===== config.mk =====
export PLATFORM = sky130hd
export DESIGN_NAME = reset_cause_lvd
export DESIGN_NICKNAME = d
export VERILOG_FILES = /design/src/rtl/rstc_pkg.sv /design/src/rtl/sync_if.sv /design/src/rtl/input_sync.sv /design/src/rtl/reset_cause_lvd.sv
export VERILOG_INCLUDE_DIRS = /design/src /design/src/rtl
export SDC_FILE = /design/constraint.sdc
export NUM_CORES = 1
export LEC_CHECK = 0
export BUFFER_PORTS_ARGS = -buffer_cell sky130_fd_sc_hd__buf_2
export CAP_MARGIN = 20
export CORE_MARGIN = 2
export CORE_UTILIZATION = 42
export DETAILED_ROUTE_END_ITERATION = 7
export GPL_ROUTABILITY_DRIVEN = 0
export PLACE_DENSITY = 0.78
export SLEW_MARGIN = 20
export SYNTH_ARGS = -nofsm -noshare
export SYNTH_HDL_FRONTEND = slang
export SYNTH_SLANG_ARGS = --single-unit

===== constraint.sdc =====
create_clock -name core_clk_in -period 1.7 [get_ports core_clk_in]
set_clock_uncertainty 0.2 [all_clocks]
set_input_delay 0 -clock core_clk_in [delete_from_list [all_inputs] [get_ports core_clk_in]]
set_output_delay 0 -clock core_clk_in [all_outputs]
set_load 0.02 [all_outputs]

===== src/rtl/rstc_regs.svh =====
// register addresses, bit positions and reset values for the reset-cause block
// assumes an 8-bit cpu data path with 16-bit addresses
`ifndef RSTC_REGS_SVH
`define RSTC_REGS_SVH

`define ADDR_LOW_VOLTAGE_CONTROL 16'hff78
`define ADDR_RESET_CAUSE_FLAGS   16'hffac
`define RESET_VALUE_BYTE         8'h00

`define BIT_DETECTOR_ENABLE      3'h7
`define BIT_RESPONSE_MODE        3'h1
`define BIT_LOW_SUPPLY_FLAG      3'h0
`define BIT_WATCHDOG_CAUSE       3'h4
`define BIT_LOWVOLT_CAUSE        3'h0
`define BIT_WRITE_VALUE          3'h0

`define SYNC_WIDTH               3
`define SYNC_PIN_RESET           2'h0
`define SYNC_POWER_ON_LOW        2'h1
`define SYNC_LOW_SUPPLY          2'h2

`endif


===== src/rtl/rstc_pkg.sv =====
// types shared by the reset-cause block
// assumes rstc_regs.svh for numeric constants
package rstc_pkg;
  typedef logic [15:0] addr_t;
  typedef logic [7:0]  data_t;
  typedef logic [2:0]  bit_idx_t;
endpackage : rstc_pkg


===== src/rtl/sync_if.sv =====
// carrier between the block and its input synchroniser
// assumes both ends share core_clk_in
`timescale 1ns/100ps
interface sync_if #(parameter int WIDTH = 3);
  logic [WIDTH-1:0] raw;
  logic [WIDTH-1:0] synced;
  modport user (output raw, input synced);
  modport sync (input raw, output synced);
endinterface : sync_if


===== src/rtl/input_sync.sv =====
// two-flop synchroniser bank for asynchronous inputs
// assumes inputs may change at any time relative to core_clk_in
`timescale 1ns/100ps
module input_sync #(
  parameter int WIDTH = 3
) (
  // clock and reset
  input  wire logic core_clk_in,
  input  wire logic arst_n_in,
  // raw and synchronised levels
  sync_if.sync      port
);
  logic [WIDTH-1:0] stage1;

  genvar i;
  generate
    for (i = 0; i < WIDTH; i++) begin : g_bit
      always_ff @(posedge core_clk_in or negedge arst_n_in) begin
        if (!arst_n_in) begin
          stage1[i]      <= 1'b0;
          port.synced[i] <= 1'b0;
        end else begin
          stage1[i]      <= port.raw[i];
          port.synced[i] <= stage1[i];
        end
      end
    end
  endgenerate
endmodule : input_sync


===== src/rtl/reset_cause_lvd.sv =====
// reset-cause recording and low-voltage supervisor control
// assumes comparator outputs and reset pin are asynchronous; watchdog pulse is on core_clk_in
`timescale 1ns/100ps
`include "rstc_regs.svh"
module reset_cause_lvd (
  // clock and reset
  input  wire logic             core_clk_in,
  input  wire logic             arst_n_in,
  // reset and supply sources
  input  wire logic             ext_reset_n_in,
  input  wire logic             power_on_low_in,
  input  wire logic             low_supply_in,
  input  wire logic             watchdog_overflow_in,
  // cpu register port
  input  wire rstc_pkg::addr_t  addr_in,
  input  wire logic             rd_in,
  input  wire logic             byte_wr_in,
  input  wire logic             bit_wr_in,
  input  wire rstc_pkg::bit_idx_t bit_sel_in,
  input  wire rstc_pkg::data_t  wdata_in,
  output rstc_pkg::data_t       rdata_out,
  // system outputs
  output logic                  internal_reset_out,
  output logic                  low_supply_interrupt_out
);
  import rstc_pkg::*;

  // control register state
  logic  detector_enable;
  logic  response_mode_select;
  logic  low_supply_flag;
  // reset-cause state
  logic  watchdog_cause_flag;
  logic  lowvolt_cause_flag;
  // synchronised source levels
  logic  pin_reset;
  logic  power_on_low;
  logic  low_supply;
  // decoded events
  logic  hard_clear;
  logic  lowvolt_reset_req;
  logic  ctrl_hit;
  logic  cause_hit;
  logic  cause_read;
  logic  ctrl_write_blocked;
  logic  ctrl_byte_write;
  logic  ctrl_bit_write;
  logic  bit_value;
  // read-back values
  data_t ctrl_value;
  data_t cause_value;
  data_t next_rdata;

  sync_if #(.WIDTH(`SYNC_WIDTH)) sync_bus ();

  // pin and comparator levels are async, two flops before any use
  assign sync_bus.raw[`SYNC_PIN_RESET]    = ~ext_reset_n_in;
  assign sync_bus.raw[`SYNC_POWER_ON_LOW] = power_on_low_in;
  assign sync_bus.raw[`SYNC_LOW_SUPPLY]   = low_supply_in;

  input_sync #(.WIDTH(`SYNC_WIDTH)) u_sync (
    .core_clk_in (core_clk_in),
    .arst_n_in   (arst_n_in),
    .port        (sync_bus.sync)
  );

  assign pin_reset    = sync_bus.synced[`SYNC_PIN_RESET];
  assign power_on_low = sync_bus.synced[`SYNC_POWER_ON_LOW];
  assign low_supply   = sync_bus.synced[`SYNC_LOW_SUPPLY];

  // pin and power-on resets clear both control bits and both cause flags
  assign hard_clear = pin_reset | power_on_low;
  // detector runs on the free clock, no stop-mode gating
  assign lowvolt_reset_req = detector_enable & response_mode_select & low_supply;

  // register decode
  assign ctrl_hit   = addr_in == `ADDR_LOW_VOLTAGE_CONTROL;
  assign cause_hit  = addr_in == `ADDR_RESET_CAUSE_FLAGS;
  assign cause_read = rd_in & cause_hit;
  // a write racing a reset source is dropped, the reset decides the value
  assign ctrl_write_blocked = hard_clear | watchdog_overflow_in | lowvolt_reset_req;
  assign ctrl_byte_write    = byte_wr_in & ctrl_hit & ~ctrl_write_blocked;
  assign ctrl_bit_write     = bit_wr_in & ctrl_hit & ~ctrl_write_blocked;
  // single-bit writes carry their value in the low data bit
  assign bit_value          = wdata_in[`BIT_WRITE_VALUE];

  // internal reset request, high from power-up
  always_ff @(posedge core_clk_in or negedge arst_n_in) begin
    if (!arst_n_in) begin
      internal_reset_out <= 1'b1;
    end else begin
      internal_reset_out <= hard_clear | watchdog_overflow_in | lowvolt_reset_req;
    end
  end

  // detector enable, bit 7
  always_ff @(posedge core_clk_in or negedge arst_n_in) begin
    if (!arst_n_in) begin
      detector_enable <= 1'b0;
    end else if (hard_clear || watchdog_overflow_in) begin
      detector_enable <= 1'b0;
    end else if (lowvolt_reset_req) begin
      detector_enable <= detector_enable;
    end else if (ctrl_byte_write) begin
      detector_enable <= wdata_in[`BIT_DETECTOR_ENABLE];
    end else if (ctrl_bit_write && bit_sel_in == `BIT_DETECTOR_ENABLE) begin
      detector_enable <= bit_value;
    end
  end

  // response mode select, bit 1
  always_ff @(posedge core_clk_in or negedge arst_n_in) begin
    if (!arst_n_in) begin
      response_mode_select <= 1'b0;
    end else if (hard_clear || watchdog_overflow_in) begin
      response_mode_select <= 1'b0;
    end else if (lowvolt_reset_req) begin
      response_mode_select <= response_mode_select;
    end else if (ctrl_byte_write) begin
      response_mode_select <= wdata_in[`BIT_RESPONSE_MODE];
    end else if (ctrl_bit_write && bit_sel_in == `BIT_RESPONSE_MODE) begin
      response_mode_select <= bit_value;
    end
  end

  // status flag, read-only to software
  always_ff @(posedge core_clk_in or negedge arst_n_in) begin
    if (!arst_n_in) begin
      low_supply_flag <= 1'b0;
    end else begin
      low_supply_flag <= detector_enable & low_supply;
    end
  end

  // non-maskable interrupt request, a level following the flag while response mode select is 0
  always_ff @(posedge core_clk_in or negedge arst_n_in) begin
    if (!arst_n_in) begin
      low_supply_interrupt_out <= 1'b0;
    end else begin
      // no mask term: interrupt cannot be masked here
      low_supply_interrupt_out <= low_supply_flag & detector_enable
                                  & ~response_mode_select;
    end
  end

  // watchdog cause, a new cause wins over a read clear
  always_ff @(posedge core_clk_in or negedge arst_n_in) begin
    if (!arst_n_in) begin
      watchdog_cause_flag <= 1'b0;
    end else if (hard_clear) begin
      watchdog_cause_flag <= 1'b0;
    end else if (watchdog_overflow_in) begin
      watchdog_cause_flag <= 1'b1;
    end else if (cause_read) begin
      watchdog_cause_flag <= 1'b0;
    end
  end

  // low-voltage cause, a new cause wins over a read clear
  always_ff @(posedge core_clk_in or negedge arst_n_in) begin
    if (!arst_n_in) begin
      lowvolt_cause_flag <= 1'b0;
    end else if (hard_clear) begin
      lowvolt_cause_flag <= 1'b0;
    end else if (lowvolt_reset_req) begin
      lowvolt_cause_flag <= 1'b1;
    end else if (cause_read) begin
      lowvolt_cause_flag <= 1'b0;
    end
  end

  // control read-back, spare bits zero
  always_comb begin
    ctrl_value                       = `RESET_VALUE_BYTE;
    ctrl_value[`BIT_DETECTOR_ENABLE] = detector_enable;
    ctrl_value[`BIT_RESPONSE_MODE]   = response_mode_select;
    ctrl_value[`BIT_LOW_SUPPLY_FLAG] = low_supply_flag;
  end

  // cause read-back, spare bits zero
  always_comb begin
    cause_value                      = `RESET_VALUE_BYTE;
    cause_value[`BIT_WATCHDOG_CAUSE] = watchdog_cause_flag;
    cause_value[`BIT_LOWVOLT_CAUSE]  = lowvolt_cause_flag;
  end

  // read mux, unmapped addresses read zero
  always_comb begin
    next_rdata = `RESET_VALUE_BYTE;
    if (ctrl_hit) begin
      next_rdata = ctrl_value;
    end else if (cause_hit) begin
      next_rdata = cause_value;
    end
  end

  // read data holds until the next read
  always_ff @(posedge core_clk_in or negedge arst_n_in) begin
    if (!arst_n_in) begin
      rdata_out <= `RESET_VALUE_BYTE;
    end else if (rd_in) begin
      rdata_out <= next_rdata;
    end
  end
endmodule : reset_cause_lvd


# After elaboration in Yosys (flattened, before gate mapping)
# Index checks and enable logic that the tools add are counted.
# word_totals
reg_bits	21
elab_cells	59
# classes
n_eq_ne	5
muxes	15
bitwise	16
reduce_logical	9
# ops
op	count
$eq A16 B16 Y1 const B	2
$mux W1	13
$reduce_bool A3 Y1	4
$and A1 B1 Y1	10
$mux W8	1
$mux W5	1
$reduce_and A2 Y1	2
$eq A3 B1 Y1 const B	1
$eq A3 B3 Y1 const B	1
$not A1 Y1	3
$or A1 B1 Y1	3
$logic_and A1 B1 Y1	2
$ne A2 B1 Y1 const B	1
$logic_or A1 B1 Y1	1

# Depth between registers and ports, before layout
# Gate-level depths: netlist of run 1.
# logic_depth
depth_word	10
mapped_depth	5

# Cells and area by module
# Synthesis of run 1 repeated with hierarchy kept, for this count alone.
# hier_totals
cells_unflattened	74
area_unflattened_um2	794.5
# by_module_without_submodules
mod	instances	cells_per_inst	area_each_um2
reset_cause_lvd	1	68	644.4
input_sync	1	6	150.1

# Worst setup path before layout of run 1
# No wires, ideal clock.
# synth_timing
path_type	reg2reg
start	reg u_sync.port.synced[1]
end	reg detector_enable
arrival_ns	1.113
t_required_ns	1.376
setup_slack_ns	0.263
stages_incl_launch_ff	6
cell_sequence	dfrtp_1 nor3_1 and2_1 nand3_1 mux2i_1 a21oi_1
# synth_via
elab_chain_cells	8
elab_cells_between_ends	14
classes_between	eq/ne: 1; mux: 3; bitwise: 6; reduce/logical: 4
# synth_lines
element	line_no	rtl
start, declared	sync_if.sv:8	modport sync (input raw, output synced);
start signal, assigned by index	input_sync.sv:24	port.synced[i] <= stage1[i];
$or A1 B1 Y1 (*)	reset_cause_lvd.sv:72	assign hard_clear = pin_reset | power_on_low;
$or A1 B1 Y1 (2 in series)	reset_cause_lvd.sv:81	assign ctrl_write_blocked = hard_clear | watchdog_overflow_in | lowvolt_reset_req;
$not A1 Y1	reset_cause_lvd.sv:82, reset_cause_lvd.sv:83	
$and A1 B1 Y1 (on tied branches)	reset_cause_lvd.sv:82, reset_cause_lvd.sv:83	
$mux W1 or $logic_and A1 B1 Y1 (tied branches)	--	
$mux W1 or $reduce_bool A3 Y1 (tied branches)	--	
$mux W1 or $reduce_and A2 Y1 (tied branches)	--	
end signal, assigned	reset_cause_lvd.sv:103	detector_enable <= detector_enable;
end signal, assigned	reset_cause_lvd.sv:105	detector_enable <= wdata_in[`BIT_DETECTOR_ENABLE];
end signal, assigned	reset_cause_lvd.sv:107	detector_enable <= bit_value;
end, declared	reset_cause_lvd.sv:29	logic detector_enable;
# Every way passes the cells marked *; elsewhere a longest branch is shown, timed or not. The select of a mux whose other input is x is not followed.
# A chain may end at the register's enable or synchronous reset.

# Worst setup path after layout of run 1
# layout_timing
start	in addr_in[6]
end	reg response_mode_select
# layout_via
elab_chain_cells	6
elab_cells_between_ends	11
classes_between	eq/ne: 1; mux: 3; bitwise: 4; reduce/logical: 3
# layout_lines
element	line_no	rtl
start, declared	reset_cause_lvd.sv:15	input wire rstc_pkg::addr_t addr_in,
$eq A16 B16 Y1 (no line) (*)	--	
$and A1 B1 Y1 (on tied branches) (2 in series)	reset_cause_lvd.sv:82, reset_cause_lvd.sv:83	
$mux W1 or $logic_and A1 B1 Y1 (tied branches)	--	
$mux W1 or $reduce_bool A3 Y1 (tied branches)	--	
$mux W1 or $reduce_and A2 Y1 (tied branches)	--	
end signal, assigned	reset_cause_lvd.sv:118	response_mode_select <= response_mode_select;
end signal, assigned	reset_cause_lvd.sv:120	response_mode_select <= wdata_in[`BIT_RESPONSE_MODE];
end signal, assigned	reset_cause_lvd.sv:122	response_mode_select <= bit_value;
end, declared	reset_cause_lvd.sv:30	logic response_mode_select;
# Marks and branches as above.

==> results.ini, run 1 <==
[placement]
dp_hpwl_mm=1.17
post-place-ws_ns=0.104
port-buffer-count=36

[sta]
timing.fmax_mhz=595
fin_tns_setup_ns=0
whs_ns=-0.0225
setup_viol=0
final.setup.worst_slack_ns=0.0203
fin_crit_sh=0.988
hold_violations=2
relSlewSlack=0.540
drv_slew=0
fin_crit_ns=1.68
worst_slew_pin_slew_ns=0.687

[floorplan]
die_area_um2=2230
floorplan.initialDensity=0.449
io_pins=46
die_x_um=47.2
core-area_um2=1750
rows=15
die-height_um=47.2

[global_route]
antenna_found_initial=0
grt_pass1_vias=699
grtUsageTotal=0.182
grt_max_degree=17
grt_pass1_wl_mm=2.79
grt-ovfl-total=0

[setup_path]
start_kind=primary input
end_kind=flip-flop
cpPeakStageDelay_ns=0.57
cp_data_arrival_time_ns=1.67
cp_max_fo=2
required_ns=1.69
slowest_stage=dlygate4sd3_1
worstPathCellList=dlygate4sd3_1 -> buf_6 -> nand4bb_4 -> nor4_4 -> nand2_1 -> mux2i_1 -> mux2_1
worstSetupPathType=primary input to flip-flop

[synth]
synth_ff_type=dfrtp_1
synth_cell_types=25
async_flop_share=1.00
syn-cell-area_um2=783
synth_top_area_share=0.511
synth.area.top_cells=dfrtp_1 (51%), nand2_1 (4.3%), nand3_1 (3.8%), buf_4 (3.8%), nand4bb_4 (3.5%)
synth-edff-count=0
yosys-top-cells-count=dfrtp_1 (16), nand2_1 (9), nand3_1 (6)
yosysMostFrequentCell=dfrtp_1
ys_warn_count=0
synth_area_per_cell_um2=10.9
synth-seq-cells=17
synthCells=72
ys_seq_area_frac=0.545
yosysTopAreaCell=dfrtp_1

[final_layout]
postLayoutCoreUtil=0.695
nets=165
syn_to_final_growth_pct=54.8
antenna_cells=0
drive_gt1_frac=0.383

[clocking]
htreeDepth=1
hold_buffers=16
cts_buffers=3
clk_pin_slew_worst_paths_ns=0.10
cts.sinks=17
clk_latency_ns=0.30
clockBufferDepth=2
root_buffer=clkbuf_4
cts_tree=built

[status]
violations=negative hold slack
status=complete, but fails checks

[run]
cap_viol_max_count=0

[pwr]
p_total_mw=0.754
worst_ir_drop_vdd_mv=0.664
leakage_nw=0.590
p_per_area_nw_per_um2=622

[route]
vias=708
drt_iter0_drc=19
drtPass1Iterations=4
vias_per_cell=4.63
post-route-drc-count=0
detail_route.wl_per_cell_um=11.1
wl_mm=1.70
ant_nets=0

[worst_hold_path]
min_path_type=primary input to flip-flop

what timing repair did:
item                                   CTS  global route
buffers inserted                         0             0
endpoints found under the hold margin   29             1
resized for setup                        0             4
setup endpoints to repair                0             1
per-layer routing:
metal,GRT usage,vias up,part of all wire
met5,0,-,0
met4,0.0333,0,0.0059
met3,0.0615,2,0.041
met2,0.329,23,0.54
met1,0.211,324,0.42
li1,-,359,-
final cells by class:
type / count / area (µm²)
timing repair buffer: 54 / 362
clock inverter: 1 / 5.00
clock buffer: 3 / 22.5
sequential: 17 / 427
inverter: 5 / 18.8
fill: 139 / 533
multi-input combinational: 48 / 347
tap: 25 / 31.3
cell families after synthesis:
kind of cell           share of synthesized area
buffers and inverters                     0.0671
other                                    0.00479
muxes                                     0.0399
and+or+nand+nor                            0.270
DFF                                        0.545
AOI/OAI and AO/OA                         0.0735
cell usage in the layout, fill, tap and decap left out, drive strengths merged:
cell type / Yosys / final
buf: 4 / 38
a22oi: 1 / 1
inv: 5 / 5
a211oi: 1 / 1
dfrtp: 16 / 16
conb: 1 / 4
clkbuf: 1 / 3
dlygate4sd3: 0 / 16
nor3: 3 / 3
nand4: 2 / 2
clkinv: 0 / 1
nor2: 3 / 3
dfstp: 1 / 1
mux2i: 2 / 2
nand2: 9 / 9
nand3: 6 / 6
mux2: 1 / 1
nor4: 3 / 3
and2: 2 / 2
o211ai: 1 / 1
o21ai: 4 / 4
a21oi: 3 / 3
nand4bb: 3 / 3
state kept, by name, summed over array words and instances (netlist names):
signal	count
response_mode_select	1
watchdog_cause_flag	1
low_supply_interrupt_out	1
u_sync.port.synced	3
rdata_out	4
u_sync.stage1	3
lowvolt_cause_flag	1
detector_enable	1
low_supply_flag	1
internal_reset_out	1
worst paths after layout:
kind | start | to | slack [ns] | depth (start not counted)
worst max-delay path | addr_in[6] | response_mode_select | 0.02 | 7
worst min-delay path | addr_in[3] | detector_enable | -0.02 | 5
worst max register to register | detector_enable | response_mode_select | 0.13 | 5
worst min register to register | u_sync.stage1[2] | u_sync.port.synced[2] | 0.16 | 0
max in group asynchronous | arst_n_in | rdata_out[7] | 0.25 | 3
min in group asynchronous | arst_n_in | internal_reset_out | 0.51 | 3
report_power, final:
group | internal (mW) | total, mW | switching [mW]
clock network | 0.0877 | 0.213 | 0.126
registers | 0.416 | 0.422 | 0.00540
logic | 0.0657 | 0.119 | 0.0536
total | 0.570 | 0.754 | 0.185
critical path, delay by kind of cell:
| kind | cells | cell delay (ns) |
|---|---|---|
| mux | 2 | 0.42 |
| simple gates | 3 | 0.55 |
| buf+inv | 2 | 0.69 |
metrics by stage:
stage	instance area [µm²]	std cells
3_5_place_dp	987	133
2_1_floorplan	795	75
5_1_grt	1210	153
4_1_cts	1170	153
6_report	1210	153
3_3_place_gp	987	133
No activity file was read; power rests on OpenSTA's default activity.
==> run 2: changes to the inputs <==
--- a/config.mk
+++ b/config.mk
@@ -7,13 +7,13 @@
 export NUM_CORES = 1
 export LEC_CHECK = 0
 export BUFFER_PORTS_ARGS = -buffer_cell sky130_fd_sc_hd__buf_2
-export CAP_MARGIN = 20
 export CORE_MARGIN = 2
 export CORE_UTILIZATION = 42
 export DETAILED_ROUTE_END_ITERATION = 7
 export GPL_ROUTABILITY_DRIVEN = 0
-export PLACE_DENSITY = 0.78
+export PLACE_DENSITY = 0.77
 export SLEW_MARGIN = 20
 export SYNTH_ARGS = -nofsm -noshare
 export SYNTH_HDL_FRONTEND = slang
+export SYNTH_HIERARCHICAL = 1
 export SYNTH_SLANG_ARGS = --single-unit
==> run 2 against run 1 <==
The flow still finishes with violations (negative hold slack). Power is 0.99% lower. Critical path depth is 3 lower. Via count up 9.0%. Sequential power decreased by 0.9%. Design area is 0.72% lower.
==> results.ini, run 2 <==
[synth]
yosysTopAreaCell=dfrtp_1
yosysMostFrequentCell=dfrtp_1
syn-cell-area_um2=795
synth_ff_type=dfrtp_1
yosys-top-cells-count=dfrtp_1 (16), inv_1 (8), nand2_1 (6)
synth-edff-count=0
async_flop_share=1.00
synth_area_per_cell_um2=10.7
synth.area.top_cells=dfrtp_1 (50%), nand4_1 (3.9%), a211oi_1 (3.8%), buf_4 (3.8%), inv_1 (3.8%)
synth_top_area_share=0.504
synth-seq-cells=17
synth_cell_types=25
ys_seq_area_frac=0.537
synthCells=74
ys_warn_count=6

[floorplan]
die_area_um2=2260
floorplan.initialDensity=0.455
die_x_um=47.5
rows=15
die-height_um=47.5
io_pins=46
core-area_um2=1750

[global_route]
grt_max_degree=17
antenna_found_initial=0
grt_pass1_wl_mm=2.88
grtUsageTotal=0.191
grt-ovfl-total=0
grt_pass1_vias=720

[route]
ant_nets=0
detail_route.wl_per_cell_um=11.7
routed.top_layer=met4
drt_iter0_drc=32
drtPass1Iterations=4
route.met3.wl_um=108
met2_length_um=973
vias=772
routedLengthMet1_um=721
vias_per_cell=4.92
post-route-drc-count=0
wl_mm=1.84

[sta]
hold_violations=2
fin_tns_setup_ns=0
final.setup.worst_slack_ns=0.0593
drv_slew=0
setup_viol=0
whs_ns=-0.00606
fin_crit_ns=1.64
rsz0062_at_grt=false
relSlewSlack=0.533
timing.fmax_mhz=609
worst_slew_pin_slew_ns=0.698
fin_crit_sh=0.965

[setup_path]
required_ns=1.70
cp_data_arrival_time_ns=1.64
timing.rr.start=u_sync/port.synced[1]
start_kind=flip-flop
end_kind=flip-flop
crit_path_start=u_sync/port.synced[1]
cp_max_fo=4
worstSetupPathType=flip-flop to flip-flop
r2r_cells=4

[clocking]
htreeDepth=1
cts_buffers=3
clk_pin_slew_worst_paths_ns=0.09
clockBufferDepth=2
root_buffer=clkbuf_4
clk_latency_ns=0.29
cts.sinks=17
cts_tree=built

[final_layout]
drive_gt1_frac=0.341
reg_top3=rdata_out x4, u_sync/port.synced x3, u_sync/stage1 x3
largest_reg_flops=4
antenna_cells=0
fillCellCount=138
nets=169
ff_latch_area_um2=427
layout_commonest_cell=buf_2
layout_common_cells=buf_2 (36), dlygate4sd3_1 (19), dfrtp_1 (16)
syn_to_final_growth_pct=51.5
postLayoutCoreUtil=0.690
multi_input_area_um2=319
top_register=rdata_out

[worst_hold_path]
min_path_type=primary input to flip-flop
min_path_cells=5
hp-start=addr_in[13]

[placement]
dp_hpwl_mm=1.23
port-buffer-count=36
post-place-ws_ns=0.103

[run]
cap_viol_max_count=0

[pwr]
p_per_area_nw_per_um2=621
leakage_nw=0.562
worst_ir_drop_vdd_mv=0.671

[status]
status=complete, but fails checks
violations=negative hold slack

## run 2: final timing paths
| path | slack, ns | endpoint |
|---|---|---|
| setup / recovery | 0.06 | detector_enable |
| hold / removal | -0.006 | rdata_out[7] |
| setup reg to reg | 0.06 | detector_enable |
| hold reg to reg | 0.16 | u_sync/port.synced[0] |
| max in group asynchronous | 0.24 | u_sync/stage1[2] |
| min in group asynchronous | 0.52 | internal_reset_out |
## run 2: critical path, cell delays in order, from the launching register on
cell	delay, ns
dfrtp_1	0.41
or3_1	0.43
o21ai_0	0.21
a21oi_1	0.09
a211oi_1	0.21
## run 2: routing by layer
metal / vias up / GRT usage
li1: 378 / -
met1: 356 / 0.191
met2: 32 / 0.354
met3: 6 / 0.0566
met4: 0 / 0.0944
met5: - / 0
## run 2: what timing repair did
action,in CTS,in global routing
gates resized for setup,0,1
hold buffers,19,0
hold endpoints to repair,28,0
setup endpoints to repair,0,2
buffers inserted,0,0
## run 2: cell families after synthesis
kind of cell,share of synthesized area
compound gates,0.128
buf+inv,0.0756
flops,0.537
mux,0.0142
other cells,0.00472
simple gates,0.241
## run 2: through the flow
stage / instances / cell area (µm²) / hold WS, ns / power (mW)
CTS: 157 / 1200 / 0.000630 / 0.746
detailed placement: 134 / 987 / -0.267 / 0.510
global placement: 134 / 987 / -0.273 / 0.506
floorplan: 77 / 806 / -0.496 / 0.462
global route: 157 / 1200 / 0.0316 / 0.788
finish: 157 / 1200 / -0.00606 / 0.747
## run 2: where the power goes
part | switching, mW | internal, mW
clock network | 0.121 | 0.0913
logic | 0.0530 | 0.0638
registers | 0.00426 | 0.414
## run 2: area by class of cell
class	instances	share of cell area
Timing Repair Buffer	55	0.308
Clock buffer	4	0.0218
Tap cell	25	0.0260
Multi-Input combinational cell	48	0.265
Sequential cell	17	0.354
Inverter	8	0.0249
==> run 3: changes to the inputs <==
--- a/config.mk
+++ b/config.mk
@@ -6,12 +6,14 @@
 export SDC_FILE = /design/constraint.sdc
 export NUM_CORES = 1
 export LEC_CHECK = 0
+export ABC_AREA = 1
 export BUFFER_PORTS_ARGS = -buffer_cell sky130_fd_sc_hd__buf_2
 export CORE_MARGIN = 2
-export CORE_UTILIZATION = 42
+export CORE_UTILIZATION = 43
 export DETAILED_ROUTE_END_ITERATION = 7
 export GPL_ROUTABILITY_DRIVEN = 0
 export PLACE_DENSITY = 0.77
+export SKIP_CTS_REPAIR_TIMING = 1
 export SLEW_MARGIN = 20
 export SYNTH_ARGS = -nofsm -noshare
 export SYNTH_HDL_FRONTEND = slang
==> run 3 against run 2 <==
The run still ends with negative hold slack left. Register-to-register slack gained 0.18 ns. Area after synthesis up 8.2%. Design area rose by 1.6%. Maximum frequency grew 0.47%. Via count increased by 4.1%. Critical endpoint is now response_mode_select.
==> results.ini, run 3 <==
[pwr]
netSwitchingPower_mw=0.184
p_per_area_nw_per_um2=611
seq_power_share=0.566
combPwrFrac=0.153
p_total_mw=0.746
leakage_nw=0.689
p_sw_frac=0.247
p_int_mw=0.562
clockPowerShare=0.281
worst_ir_drop_vdd_mv=0.440

[setup_path]
worstSetupPathType=primary input to flip-flop
end_kind=flip-flop
cp_max_fo=2
timing.rr.start=u_sync/port.synced[1]
r2r_cells=8
required_ns=1.73
cp_data_arrival_time_ns=1.66
timing.rr.end=detector_enable
start_kind=primary input
r2r_setup_slack_ns=0.24

[clocking]
htreeDepth=1
cts.sinks=17
clk_pin_slew_worst_paths_ns=0.10
clk_latency_ns=0.28
clockBufferDepth=2
cts_tree=built
root_buffer=clkbuf_4
cts_buffers=3

[sta]
hold_violations=3
whs_ns=-0.0335
timing.fmax_mhz=612
relSlewSlack=0.545
fin_crit_sh=0.961
fin_crit_ns=1.63
drv_slew=0
fin_tns_setup_ns=0
setup_viol=0
rsz0062_at_grt=false
worst_slew_pin_slew_ns=0.680

[route]
ant_nets=0
post-route-drc-count=0
drt_iter0_drc=8
vias=804
drtPass1Iterations=4
detail_route.wl_per_cell_um=9.40
wl_mm=1.72
vias_per_cell=4.39

[placement]
dpl.cell_count=165
dp_hpwl_mm=1.32
port-buffer-count=36
dpl_cell_area_um2=1050

[synth]
async_flop_share=1.00
synth-edff-count=0
yosysTopAreaCell=dfrtp_1
ys_warn_count=6
synth_area_per_cell_um2=8.35
ys_seq_area_frac=0.496
syn-cell-area_um2=860
yosys-top-cells-count=nand2_1 (25), dfrtp_1 (16), inv_1 (15), nand3_1 (15), nor2_1 (5)
synth_ff_type=dfrtp_1
synth-seq-cells=17
synth.area.top_cells=dfrtp_1 (47%), nand2_1 (11%), nand3_1 (8.7%), inv_1 (6.6%), buf_4 (3.5%)
yosysMostFrequentCell=nand2_1
synthCells=103
synth_top_area_share=0.466
synth_cell_types=20

[floorplan]
rows=16
die-height_um=48.7
io_pins=46
die_area_um2=2370
die_x_um=48.7
core-area_um2=1920
floorplan.initialDensity=0.447

[final_layout]
syn_to_final_growth_pct=42.2
fin_area_um2=1220
fillCellCount=175
stdcell_count=183
nets=193
top_register=rdata_out
multi_input_area_um2=358
layout_commonest_cell=buf_2
layout_common_cells=buf_2 (36), nand2_1 (25), dfrtp_1 (16)
largest_reg_flops=4
ff_latch_area_um2=427
reg_top3=rdata_out x4, u_sync/port.synced x3, u_sync/stage1 x3
drive_gt1_frac=0.340
antenna_cells=0

[global_route]
grt_pass1_wl_mm=2.68
antenna_found_initial=0
grtUsageTotal=0.148
grt-ovfl-total=0
grt_max_degree=18
grt_pass1_vias=732

[run]
cap_viol_max_count=0

[worst_hold_path]
holdPathEnd=detector_enable
min_path_type=primary input to flip-flop
hp-start=bit_sel_in[1]
min_path_cells=6

[status]
violations=negative hold slack
status=complete, but fails checks

[run 3: cell types whose count changed after synthesis, moves of 3 or more]
cell	previous run	this run
a211oi_1	4	0
nand2_2	0	4
nand3_1	3	15
nor2_1	2	5
nor2_2	0	4
nand2_1	6	25
o21ai_0	5	1
nand4_1	5	1
inv_1	8	15
[run 3: stage by stage]
step | utilization | hold slack [ns] | worst slack, ns
after floorplan | - | -0.496 | 0.363
after global placement | 0.549 | -0.276 | 0.282
after detailed placement | 0.549 | -0.265 | 0.241
after CTS | 0.563 | -0.584 | 0.230
after global routing | 0.636 | 0.0112 | 0.00192
final | 0.636 | -0.0335 | 0.0670
[run 3: critical path, cell delays in order]
cell           delay [ns]
dlygate4sd3_1        0.53
buf_2                0.12
nor3_1               0.14
dlygate4sd3_1        0.56
nand3_1              0.10
nand3_1              0.09
nand3_1              0.07
nand2_1              0.06
[run 3: logic make-up (layout without fill, tap and decap cells)]
kind of cell | Yosys count | in the layout | synth area share
other | 1 | 4 | 0.00436
AOI/OAI and AO/OA | 7 | 7 | 0.0480
buffers and inverters | 19 | 69 | 0.100
and+or+nand+nor | 59 | 59 | 0.351
DFF | 17 | 17 | 0.496
[run 3: routing by layer]
metal,routed length (µm),track usage,vias to the layer above
met3,53,0.0247,2
met5,0,0,-
met4,10,0.0952,0
met1,711,0.155,356
met2,944,0.269,23
li1,-,-,423
[run 3: layout make-up]
type,count,share of cell area
flip-flops and latches,17,0.349
multi-input cells,70,0.293
repair buffers,50,0.262
inverters,15,0.0461
well taps,27,0.0276
clock buffers,3,0.0184
clock inverters,1,0.00409
[run 3: worst max-delay path by stage]
stage,start,to,slack [ns],cells after the start
final,bit_sel_in[2],response_mode_select,0.07,8
after detailed placement,u_sync/port.synced[1],detector_enable,0.24,8
after floorplan,u_sync/port.synced[1],detector_enable,0.36,8
after CTS,u_sync/port.synced[1],detector_enable,0.23,8
after global routing,bit_sel_in[2],response_mode_select,0.002,8
after global placement,u_sync/port.synced[1],detector_enable,0.28,8
[run 3: power groups by stage]
| stage | registers, mW | clock network [mW] | logic, mW |
|---|---|---|---|
| floorplan | 0.430 | 0 | 0.0468 |
| global placement | 0.430 | 0 | 0.0859 |
| detailed placement | 0.430 | 0 | 0.0907 |
| CTS | 0.422 | 0.217 | 0.0908 |
| global route | 0.423 | 0.233 | 0.129 |
| finish | 0.422 | 0.210 | 0.114 |
